File: src/logic/owc_pkg.sv
// owc_pkg: constants shared by the single-wire command engine
package owc_pkg;
  // ----------------------------------------------------------------
  // clock and timing
  // ----------------------------------------------------------------
  localparam int CLK_NS = 8;
  localparam int START_DELAY_PS = 262500;
  localparam int START_DELAY_CYC = START_DELAY_PS / (CLK_NS * 1000);
  localparam int RSTL_STD_NS = 560000;
  localparam int MSP_STD_NS = 68000;
  localparam int W0L_STD_NS = 64000;
  localparam int REC0_STD_NS = 5250;
  localparam int RSTL_STD_CYC = (RSTL_STD_NS + CLK_NS - 1) / CLK_NS;
  localparam int MSP_STD_CYC = (MSP_STD_NS + CLK_NS - 1) / CLK_NS;
  localparam int W0L_STD_CYC = (W0L_STD_NS + CLK_NS - 1) / CLK_NS;
  localparam int REC0_STD_CYC = (REC0_STD_NS + CLK_NS - 1) / CLK_NS;
  localparam int W1L_STD_NS = 8000;
  localparam int W1L_OD_NS = 1000;
  localparam int MSR_STD_NS = 14000;
  localparam int MSR_OD_NS = 2000;
  localparam int SI_STD_NS = 8000;
  localparam int SI_OD_NS = 1000;
  localparam logic [19:0] W1L_STD_CYC = 20'((W1L_STD_NS + CLK_NS - 1) / CLK_NS);
  localparam logic [19:0] W1L_OD_CYC = 20'((W1L_OD_NS + CLK_NS - 1) / CLK_NS);
  localparam logic [19:0] MSR_STD_CYC = 20'((MSR_STD_NS + CLK_NS - 1) / CLK_NS);
  localparam logic [19:0] MSR_OD_CYC = 20'((MSR_OD_NS + CLK_NS - 1) / CLK_NS);
  localparam logic [19:0] SI_STD_CYC = 20'((SI_STD_NS + CLK_NS - 1) / CLK_NS);
  localparam logic [19:0] SI_OD_CYC = 20'((SI_OD_NS + CLK_NS - 1) / CLK_NS);
  // ----------------------------------------------------------------
  // register map (byte addresses)
  // ----------------------------------------------------------------
  localparam logic [7:0] ADDR_COMMAND = 8'h00;
  localparam logic [7:0] ADDR_STATUS = 8'h04;
  localparam logic [7:0] ADDR_CONFIG = 8'h08;
  localparam logic [7:0] ADDR_POINTED = 8'h0c;
  localparam logic [7:0] ADDR_RSTL = 8'h10;
  localparam logic [7:0] ADDR_MSP = 8'h14;
  localparam logic [7:0] ADDR_W0L = 8'h18;
  localparam logic [7:0] ADDR_REC0 = 8'h1c;
  localparam logic [7:0] ADDR_INT_STATUS = 8'h20;
  localparam logic [7:0] ADDR_INT_MASK = 8'h24;
  // command codes
  localparam logic [7:0] CMD_LINE_RESET = 8'hb4;
  localparam logic [7:0] CMD_SINGLE_BIT = 8'h87;
  localparam int PARAM_BIT_POS = 15;
  // status fields
  localparam int ST_BUSY = 0;
  localparam int ST_PRESENCE = 1;
  localparam int ST_SHORT = 2;
  localparam int ST_BIT = 3;
  localparam int ST_BRANCH = 5;
  // config fields and reset value
  localparam int CF_APU = 0;
  localparam int CF_SPU = 1;
  localparam int CF_OD = 2;
  localparam int CF_PICK = 3;
  localparam logic [3:0] CONFIG_RESET = 4'h0;
  // interrupt events
  localparam int EV_RESET_DONE = 0;
  localparam int EV_SLOT_DONE = 1;
  localparam int EV_SHORT = 2;
  localparam logic [1:0] RESP_OKAY = 2'b00;
  localparam logic [1:0] RESP_SLVERR = 2'b10;
  // sequencer states
  typedef enum logic [1:0] {
    OWC_IDLE = 2'b00,
    OWC_RST_LOW = 2'b01,
    OWC_RST_HIGH = 2'b10,
    OWC_SLOT = 2'b11
  } owc_state_type;
endpackage

File: src/logic/owc_top.sv
// owc_top: reset/presence and single-slot engine with AXI4-Lite registers
//
// Local design decisions: the address map and register access over AXI4-Lite.
`timescale 1ns/1ps
// Overview of operation
// - code b4h drives reset low, then presence window
// - sample short and presence, report status flags
// - reset refused while busy, no line activity
// - reset starts promptly, lasts two reset times
// - accepted reset points read pointer at status
// - busy two reset times; flags at sample times
// - waveforms use current speed, pullup, timing settings
// - code 87h with parameter makes one slot
// - bit zero writes zero; one writes/reads
// - sample line at bit-sample time into result
// - single-slot command refused while busy
// - slot starts promptly, completes within slot time
// - single-slot command points read pointer at status
// - busy one slot; result at sample time
module owc_top #(
  parameter logic [19:0] RSTL_DEFAULT = 20'(owc_pkg::RSTL_STD_CYC),
  parameter logic [19:0] MSP_DEFAULT = 20'(owc_pkg::MSP_STD_CYC),
  parameter logic [19:0] W0L_DEFAULT = 20'(owc_pkg::W0L_STD_CYC),
  parameter logic [19:0] REC0_DEFAULT = 20'(owc_pkg::REC0_STD_CYC)
) (
  input wire logic clk,
  input wire logic reset_n,
  input wire logic [7:0] s_axi_awaddr,
  input wire logic s_axi_awvalid,
  output logic s_axi_awready,
  input wire logic [31:0] s_axi_wdata,
  input wire logic [3:0] s_axi_wstrb,
  input wire logic s_axi_wvalid,
  output logic s_axi_wready,
  output logic [1:0] s_axi_bresp,
  output logic s_axi_bvalid,
  input wire logic s_axi_bready,
  input wire logic [7:0] s_axi_araddr,
  input wire logic s_axi_arvalid,
  output logic s_axi_arready,
  output logic [31:0] s_axi_rdata,
  output logic [1:0] s_axi_rresp,
  output logic s_axi_rvalid,
  input wire logic s_axi_rready,
  input wire logic line_in,
  output logic line_out,
  output logic line_oe,
  output logic strong_pullup_on,
  output logic active_pullup_on,
  output logic pullup_pick_out,
  output logic overdrive_on,
  output logic irq
);
  // ----------------------------------------------------------------
  // state
  // ----------------------------------------------------------------
  owc_pkg::owc_state_type state;
  logic [19:0] cnt;
  logic slot_bit;
  logic line_busy_flag;
  logic presence_pulse_detected;
  logic short_detected;
  logic single_bit_result;
  logic [3:0] config_bits;
  logic [19:0] rstl_cyc;
  logic [19:0] msp_cyc;
  logic [19:0] w0l_cyc;
  logic [19:0] rec0_cyc;
  logic [2:0] int_status;
  logic [2:0] int_mask;
  logic [7:0] read_ptr;
  logic aw_full;
  logic w_full;
  logic [7:0] wr_addr;
  logic [31:0] wr_data;
  logic [3:0] wr_strb;

  // ----------------------------------------------------------------
  // write decode
  // ----------------------------------------------------------------
  wire do_write = aw_full && w_full && !s_axi_bvalid;
  wire wr_lane0 = do_write && wr_strb[0];
  wire wr_cmd = wr_lane0 && (wr_addr == owc_pkg::ADDR_COMMAND);
  wire [7:0] cmd_code = wr_data[7:0];
  // a busy engine refuses both commands outright
  wire start_reset = wr_cmd && (cmd_code == owc_pkg::CMD_LINE_RESET) && !line_busy_flag;
  wire start_bit = wr_cmd && (cmd_code == owc_pkg::CMD_SINGLE_BIT) && wr_strb[1]
                   && !line_busy_flag;
  wire cmd_taken = start_reset || start_bit;
  wire wr_cfg = wr_lane0 && (wr_addr == owc_pkg::ADDR_CONFIG);
  wire wr_rstl = do_write && (wr_addr == owc_pkg::ADDR_RSTL);
  wire wr_msp = do_write && (wr_addr == owc_pkg::ADDR_MSP);
  wire wr_w0l = do_write && (wr_addr == owc_pkg::ADDR_W0L);
  wire wr_rec0 = do_write && (wr_addr == owc_pkg::ADDR_REC0);
  wire wr_iclr = wr_lane0 && (wr_addr == owc_pkg::ADDR_INT_STATUS);
  wire wr_imask = wr_lane0 && (wr_addr == owc_pkg::ADDR_INT_MASK);
  wire wr_mapped = (wr_addr == owc_pkg::ADDR_CONFIG) || (wr_addr == owc_pkg::ADDR_RSTL) ||
                   (wr_addr == owc_pkg::ADDR_MSP) || (wr_addr == owc_pkg::ADDR_W0L) ||
                   (wr_addr == owc_pkg::ADDR_REC0) || (wr_addr == owc_pkg::ADDR_INT_STATUS) ||
                   (wr_addr == owc_pkg::ADDR_INT_MASK);
  // a refused command answers slverr, the bus form of a missing acknowledge
  wire [1:0] wr_resp = (cmd_taken || (wr_mapped && !wr_cmd)) ? owc_pkg::RESP_OKAY : owc_pkg::RESP_SLVERR;
  // timing registers take full 20-bit counts, lanes 0..2
  wire [19:0] wr_count = {wr_data[19:16], wr_data[15:0]};

  // ----------------------------------------------------------------
  // timing selection from current settings
  // ----------------------------------------------------------------
  wire od = config_bits[owc_pkg::CF_OD];
  wire [19:0] w1l_cyc = od ? owc_pkg::W1L_OD_CYC : owc_pkg::W1L_STD_CYC;
  wire [19:0] msr_cyc = od ? owc_pkg::MSR_OD_CYC : owc_pkg::MSR_STD_CYC;
  wire [19:0] si_cyc = od ? owc_pkg::SI_OD_CYC : owc_pkg::SI_STD_CYC;
  wire [19:0] low_cyc = slot_bit ? w1l_cyc : w0l_cyc;
  wire [19:0] slot_cyc = w0l_cyc + rec0_cyc;
  wire cnt_last_rst = (cnt == rstl_cyc - 20'h00001);
  wire cnt_last_slot = (cnt == slot_cyc - 20'h00001);
  wire hit_short = (state == owc_pkg::OWC_RST_HIGH) && (cnt == si_cyc);
  wire hit_presence = (state == owc_pkg::OWC_RST_HIGH) && (cnt == msp_cyc);
  wire hit_bit = (state == owc_pkg::OWC_SLOT) && (cnt == msr_cyc);
  wire end_reset = (state == owc_pkg::OWC_RST_HIGH) && cnt_last_rst;
  wire end_slot = (state == owc_pkg::OWC_SLOT) && cnt_last_slot;
  // line is pulled low in reset-low and during the slot's low part
  wire next_drive_low = (state == owc_pkg::OWC_RST_LOW && !cnt_last_rst) ||
                        (state == owc_pkg::OWC_IDLE && cmd_taken) ||
                        (state == owc_pkg::OWC_SLOT && cnt < low_cyc - 20'h00001 && !cnt_last_slot);
  wire [2:0] events = {hit_short && !line_in, end_slot, end_reset};

  // ----------------------------------------------------------------
  // sequencer
  // ----------------------------------------------------------------
  always_ff @(posedge clk) begin
    if (!reset_n) begin
      state <= owc_pkg::OWC_IDLE;
      cnt <= 20'h00000;
      slot_bit <= 1'b1;
    end else begin
      unique case (state)
        owc_pkg::OWC_IDLE: begin
          cnt <= 20'h00000;
          // activity begins on the clock after acceptance, well inside the start delay
          if (start_reset) begin
            state <= owc_pkg::OWC_RST_LOW;
          end else if (start_bit) begin
            state <= owc_pkg::OWC_SLOT;
            slot_bit <= wr_data[owc_pkg::PARAM_BIT_POS];
          end
        end
        owc_pkg::OWC_RST_LOW: begin
          cnt <= cnt_last_rst ? 20'h00000 : cnt + 20'h00001;
          if (cnt_last_rst) begin
            state <= owc_pkg::OWC_RST_HIGH;
          end
        end
        owc_pkg::OWC_RST_HIGH: begin
          cnt <= cnt + 20'h00001;
          if (end_reset) begin
            state <= owc_pkg::OWC_IDLE;
          end
        end
        owc_pkg::OWC_SLOT: begin
          cnt <= cnt + 20'h00001;
          if (end_slot) begin
            state <= owc_pkg::OWC_IDLE;
          end
        end
      endcase
    end
  end

  // ----------------------------------------------------------------
  // status flags and line pins
  // ----------------------------------------------------------------
  always_ff @(posedge clk) begin
    if (!reset_n) begin
      line_busy_flag <= 1'b0;
      presence_pulse_detected <= 1'b0;
      short_detected <= 1'b0;
      single_bit_result <= 1'b0;
      line_out <= 1'b0;
      line_oe <= 1'b0;
      strong_pullup_on <= 1'b0;
    end else begin
      if (cmd_taken) begin
        line_busy_flag <= 1'b1;
      end else if (end_reset || end_slot) begin
        line_busy_flag <= 1'b0;
      end
      if (hit_presence) begin
        presence_pulse_detected <= !line_in;
      end
      if (hit_short) begin
        short_detected <= !line_in;
      end
      if (hit_bit) begin
        single_bit_result <= line_in;
      end
      line_out <= 1'b0;
      line_oe <= next_drive_low;
      // strong pullup only where the line is released; misuse during reset is the host's burden
      strong_pullup_on <= config_bits[owc_pkg::CF_SPU] && !next_drive_low;
    end
  end

  // ----------------------------------------------------------------
  // software registers and interrupt
  // ----------------------------------------------------------------
  always_ff @(posedge clk) begin
    if (!reset_n) begin
      config_bits <= owc_pkg::CONFIG_RESET;
      rstl_cyc <= RSTL_DEFAULT;
      msp_cyc <= MSP_DEFAULT;
      w0l_cyc <= W0L_DEFAULT;
      rec0_cyc <= REC0_DEFAULT;
      int_status <= 3'h0;
      int_mask <= 3'h0;
      read_ptr <= owc_pkg::ADDR_CONFIG;
      active_pullup_on <= 1'b0;
      pullup_pick_out <= 1'b0;
      overdrive_on <= 1'b0;
      irq <= 1'b0;
    end else begin
      // timing registers change only while idle so a running waveform stays consistent; config takes writes at any time
      if (wr_cfg) begin
        config_bits <= wr_data[3:0];
      end
      if (wr_rstl && !line_busy_flag) begin
        rstl_cyc <= wr_count;
      end
      if (wr_msp && !line_busy_flag) begin
        msp_cyc <= wr_count;
      end
      if (wr_w0l && !line_busy_flag) begin
        w0l_cyc <= wr_count;
      end
      if (wr_rec0 && !line_busy_flag) begin
        rec0_cyc <= wr_count;
      end
      // a new event wins over a simultaneous clear
      int_status <= (int_status & ~(wr_iclr ? wr_data[2:0] : 3'h0)) | events;
      if (wr_imask) begin
        int_mask <= wr_data[2:0];
      end
      if (cmd_taken) begin
        read_ptr <= owc_pkg::ADDR_STATUS;
      end
      active_pullup_on <= config_bits[owc_pkg::CF_APU];
      pullup_pick_out <= config_bits[owc_pkg::CF_PICK];
      overdrive_on <= od;
      irq <= |(int_status & int_mask);
    end
  end

  // ----------------------------------------------------------------
  // read decode
  // ----------------------------------------------------------------
  wire [31:0] status_word = {26'h0000000, 1'b0, 1'b0, single_bit_result, short_detected,
                             presence_pulse_detected, line_busy_flag};
  wire [31:0] config_word = {28'h0000000, config_bits};
  wire [31:0] pointed_word = (read_ptr == owc_pkg::ADDR_STATUS) ? status_word : config_word;
  wire rd_mapped = (s_axi_araddr <= owc_pkg::ADDR_INT_MASK) && (s_axi_araddr[1:0] == 2'b00);
  wire [31:0] rd_word =
    (s_axi_araddr == owc_pkg::ADDR_STATUS) ? status_word :
    (s_axi_araddr == owc_pkg::ADDR_CONFIG) ? config_word :
    (s_axi_araddr == owc_pkg::ADDR_POINTED) ? pointed_word :
    (s_axi_araddr == owc_pkg::ADDR_RSTL) ? {12'h000, rstl_cyc} :
    (s_axi_araddr == owc_pkg::ADDR_MSP) ? {12'h000, msp_cyc} :
    (s_axi_araddr == owc_pkg::ADDR_W0L) ? {12'h000, w0l_cyc} :
    (s_axi_araddr == owc_pkg::ADDR_REC0) ? {12'h000, rec0_cyc} :
    (s_axi_araddr == owc_pkg::ADDR_INT_STATUS) ? {29'h00000000, int_status} :
    (s_axi_araddr == owc_pkg::ADDR_INT_MASK) ? {29'h00000000, int_mask} : 32'h00000000;

  // ----------------------------------------------------------------
  // axi4-lite write channels
  // ----------------------------------------------------------------
  always_ff @(posedge clk) begin
    if (!reset_n) begin
      aw_full <= 1'b0;
      w_full <= 1'b0;
      wr_addr <= 8'h00;
      wr_data <= 32'h00000000;
      wr_strb <= 4'h0;
      s_axi_awready <= 1'b1;
      s_axi_wready <= 1'b1;
      s_axi_bvalid <= 1'b0;
      s_axi_bresp <= owc_pkg::RESP_OKAY;
    end else begin
      if (s_axi_awvalid && s_axi_awready) begin
        aw_full <= 1'b1;
        wr_addr <= s_axi_awaddr;
        s_axi_awready <= 1'b0;
      end
      if (s_axi_wvalid && s_axi_wready) begin
        w_full <= 1'b1;
        wr_data <= s_axi_wdata;
        wr_strb <= s_axi_wstrb;
        s_axi_wready <= 1'b0;
      end
      if (do_write) begin
        aw_full <= 1'b0;
        w_full <= 1'b0;
        s_axi_bvalid <= 1'b1;
        s_axi_bresp <= wr_resp;
      end
      // ready returns only after the response is taken, one write at a time
      if (s_axi_bvalid && s_axi_bready) begin
        s_axi_bvalid <= 1'b0;
        s_axi_awready <= 1'b1;
        s_axi_wready <= 1'b1;
      end
    end
  end

  // ----------------------------------------------------------------
  // axi4-lite read channels
  // ----------------------------------------------------------------
  always_ff @(posedge clk) begin
    if (!reset_n) begin
      s_axi_arready <= 1'b1;
      s_axi_rvalid <= 1'b0;
      s_axi_rdata <= 32'h00000000;
      s_axi_rresp <= owc_pkg::RESP_OKAY;
    end else begin
      if (s_axi_arvalid && s_axi_arready) begin
        s_axi_arready <= 1'b0;
        s_axi_rvalid <= 1'b1;
        s_axi_rdata <= rd_word;
        s_axi_rresp <= rd_mapped ? owc_pkg::RESP_OKAY : owc_pkg::RESP_SLVERR;
      end
      if (s_axi_rvalid && s_axi_rready) begin
        s_axi_rvalid <= 1'b0;
        s_axi_arready <= 1'b1;
      end
    end
  end
endmodule
File: config.mk
export PLATFORM = sky130hd
export DESIGN_NAME = owc_top
export DESIGN_NICKNAME = d
export VERILOG_FILES = /design/src/logic/owc_pkg.sv /design/src/logic/owc_top.sv
export SDC_FILE = /design/constraint.sdc
export NUM_CORES = 1
export LEC_CHECK = 0
export ABC_AREA = 1
export BUFFER_PORTS_ARGS = -buffer_cell sky130_fd_sc_hd__buf_2
export CAP_MARGIN = 10
export CORE_MARGIN = 1
export CORE_UTILIZATION = 30
export DETAILED_ROUTE_END_ITERATION = 10
export GPL_TIMING_DRIVEN = 1
export PLACE_DENSITY = 0.59
export SYNTH_ARGS = -nofsm -noshare
export SYNTH_HDL_FRONTEND = slang
export SYNTH_SLANG_ARGS = --single-unit
File: constraint.sdc
create_clock -name clk -period 2.8 [get_ports clk]
set_input_delay 0.28 -clock clk [delete_from_list [all_inputs] [get_ports clk]]
set_output_delay 0.28 -clock clk [all_outputs]
set_load 0.01 [all_outputs]
==> flow_metrics.tcl <==
set metrics [dict create \
    status "finished with violations" \
    violations "setup timing" \
    grt_pass1_wl_mm 62.93 \
    clockBufferDepth 2 \
    die_h_um 196.7 \
    finalMaxSlewViolations 0 \
    criticalPathCategory "reg2reg" \
    synth_top_area_cell "dfxtp_1" \
    yosysWarnings 0 \
    num_antenna_cells 0 \
    rsz0062_at_grt "true" \
    vias_per_cell 4.914 \
    arrival_ns 3.24 \
    ctsHtreeMaxLevel 4 \
    fin_tns_setup_ns -0.2056 \
    nNetsFinal 1948 \
    required_ns 3.13 \
    die-area_um2 38700 \
    wl_per_cell_um 17.37 \
    synthesis.area_um2 11380 \
    cp-start-kind "flop" \
    place_congestion 0.9457 \
    cts_made_buffers 17 \
    clk_latency_ns 0.45 \
    fmax_mhz 344.3 \
    dpl.hpwl_mm 32.01 \
    syn-instance-count 1673 \
    ir_drop_mv 0.4812 \
    cts.sinks 184 \
    dp.cells 2306 \
    path_buf_inv 5 \
    areaGrowthSynthToFinish_pct 21.34 \
    rows 70 \
    ys.flop_type "dfxtp_1" \
    fin_ws_ns -0.1043 \
    power.total_mw 5.513 \
    drtIter0Drc 1210 \
    netlist_top_cells_count "319 x nand2_1, 251 x inv_1, 184 x dfxtp_1, 157 x nor2_1, 146 x a21oi_1" \
    cts.clk_slew.worst_paths_ns 0.07 \
    grt_use_total_pct 21.37 \
    cts_tree "built" \
    synthTopCellsByArea "dfxtp_1 32%, nand2_1 11%, inv_1 8.3%" \
    synth_edf_count 0 \
    hold_violations 0 \
    drv_cap 0 \
    pwr_density_cell_nw_per_um2 399.4 \
    die_w_um 196.7 \
    yosysMostFrequentCell "nand2_1" \
    cts-root-buf "clkbuf_16" \
    vias 11520 \
    ys_types 50 \
    grt_pass1_vias 10950 \
    io_pins 108 \
    first_pass_iters 7 \
    drc 0 \
    ys_ff_latch 184 \
    wirelength_mm 40.74 \
    slowest_delay_ns 0.33 \
    critical_path.slowest_cell "dfxtp_2" \
    finClkSkew_ns 0.01964 \
    fin_cells 2345 \
    yosys.area.top_type_share_pct 32.38 \
    drive_above_1_share_pct 17.54 \
    finalSetupViolations 3 \
    leakagePower_nw 6.346 \
    portBuffers 78 \
    hold_class "in2reg" \
    crit_fanout 4 \
    synth.avg_cell_area_um2 6.800 \
    ant_nets 0 \
    core_area_um2 36960 \
    end_kind "flop" \
    cpLargestDelayFamily "simple AND/OR/NAND/NOR gates" \
    relSlewSlack_pct 47.40 \
    period_needed_ns 2.904 \
    grt_max_degree 118 \
    grt_antenna_before_repair 0 \
    cp_cell_sequence "inv_2, buf_4, o21ai_2, nor2_2, nand2_2, nor4_4, nand2_2, nor3_4, buf_6, nand3b_4, nor3_4, xor2_1, ha_1, nand2_1, inv_1, nand3_2, inv_1, a221oi_2, nand4_1, nand2_1, nor2_1" \
    nFillCells 4011 \
    start_util_pct 30.78 \
    grt-ovfl-total 0 \
    async_flop_share_pct 0 \
    postCtsHoldBufs 0 \
    yosysSeqAreaShare_pct 32.38 \
    finalCritPeriodShare_pct 103.7 \
    worst_pin_slew_ns 0.7871 \
]
[final timing paths]
kind	end	startpoint	cells past startpoint	slack, ns
min reg2reg	read_ptr[3]	read_ptr[3]	2	0.46
max	strong_pullup_on	w0l_cyc[0]	21	-0.10
max reg2reg	strong_pullup_on	w0l_cyc[0]	21	-0.10
min	s_axi_arready	s_axi_rready	3	0.07
[through the flow]
stage | setup slack [ns] | utilization [%] | instance area (µm²) | hold WS [ns]
6_report | -0.1043 | 37.35 | 13800 | 0.06541
5_1_grt | -0.3569 | 37.35 | 13800 | 0.06418
4_1_cts | -0.08128 | 37.04 | 13690 | 0.05380
3_5_place_dp | -0.3614 | 35.17 | 13000 | 0.4320
3_3_place_gp | -0.2210 | 35.17 | 13000 | 0.4237
2_1_floorplan | -0.04440 | - | 11460 | 0.4113
[state kept, by name (all words and copies together) (netlist names), 2 cells and up]
signal       count
rec0_cyc        20
wr_data         20
msp_cyc         20
int_status       3
wr_strb          2
read_ptr         2
rstl_cyc        20
int_mask         3
wr_addr          8
s_axi_rdata     20
cnt             20
config_bits      4
state            2
w0l_cyc         20
[placed cells by master (no fill, tap or decap), types with 9 or more instances in the layout]
master | netlist | layout
buf_4 | 15 | 124
ha_1 | 59 | 55
buf_2 | 9 | 78
dfxtp_1 | 184 | 178
o22ai_1 | 18 | 18
xor2_1 | 53 | 53
o21ai_0 | 123 | 122
inv_1 | 251 | 245
inv_2 | 3 | 9
nand3b_1 | 9 | 9
nor2_1 | 157 | 150
clkbuf_16 | 0 | 17
o211ai_1 | 31 | 31
conb_1 | 1 | 15
a211oi_1 | 12 | 12
nor4_1 | 12 | 12
nand3_1 | 69 | 62
nand2_1 | 319 | 311
nor3_1 | 26 | 24
o221ai_1 | 15 | 15
a21oi_1 | 146 | 143
xnor2_1 | 22 | 22
nor2_2 | 15 | 20
nand2_2 | 4 | 11
nand4_1 | 18 | 18
[per-layer routing]
| layer | wire length [µm] | global-route usage [%] |
|---|---|---|
| met5 | 0 | 0 |
| met4 | 1671 | 8.642 |
| met3 | 2646 | 3.730 |
| met2 | 17840 | 33.78 |
| met1 | 18580 | 28.71 |
[where the power goes]
part | switching, mW | internal, mW | total, mW
sequential | 0.0636 | 2.67 | 2.73
combinational | 0.234 | 0.102 | 0.336
clock | 1.18 | 1.26 | 2.45
total | 1.48 | 4.03 | 5.51
[worst reg2reg max path: stages, from the launching register on]
cell and delay [ns]:
dfxtp_2 0.33, inv_2 0.05, buf_4 0.10, o21ai_2 0.05, nor2_2 0.13, nand2_2 0.08, nor4_4 0.16, nand2_2 0.11
nor3_4 0.17, buf_6 0.14, nand3b_4 0.10, nor3_4 0.15, xor2_1 0.18, ha_1 0.27, nand2_1 0.08, inv_1 0.05
nand3_2 0.07, inv_1 0.05, a221oi_2 0.25, nand4_1 0.16, nand2_1 0.09, nor2_1 0.04
[layout make-up]
cell class	count	area, µm²	share of cell area, %
clock buffers	17	425.4	3.082
clock inverters	15	158.9	1.151
repair buffers	205	1373	9.944
flip-flops and latches	184	3694	26.76
inverters	255	957.2	6.934
well taps	504	630.6	4.569
multi-input cells	1165	6565	47.56
[what timing repair did]
| action | in CTS | in global routing |
|---|---|---|
| endpoints found under the setup margin | 6 | 7 |
| buffers inserted | 4 | 3 |
| pin swaps | 12 | 11 |
| gates resized for setup | 23 | 27 |
| endpoints found under the hold margin | 0 | 0 |
[kinds of logic (layout without fill, tap and decap cells)]
kind of cell	after synthesis	after routing	synth area share, %
AND/OR/NAND/NOR	649	649	24.80
AO/OA/AOI/OAI	366	366	18.29
buffers and inverters	338	492	12.05
flip-flops	184	184	32.38
other	1	15	0.03296
adder cells (fa/ha/maj)	60	60	6.665
XOR/XNOR	75	75	5.774
(Power assumes the default switching activity.)
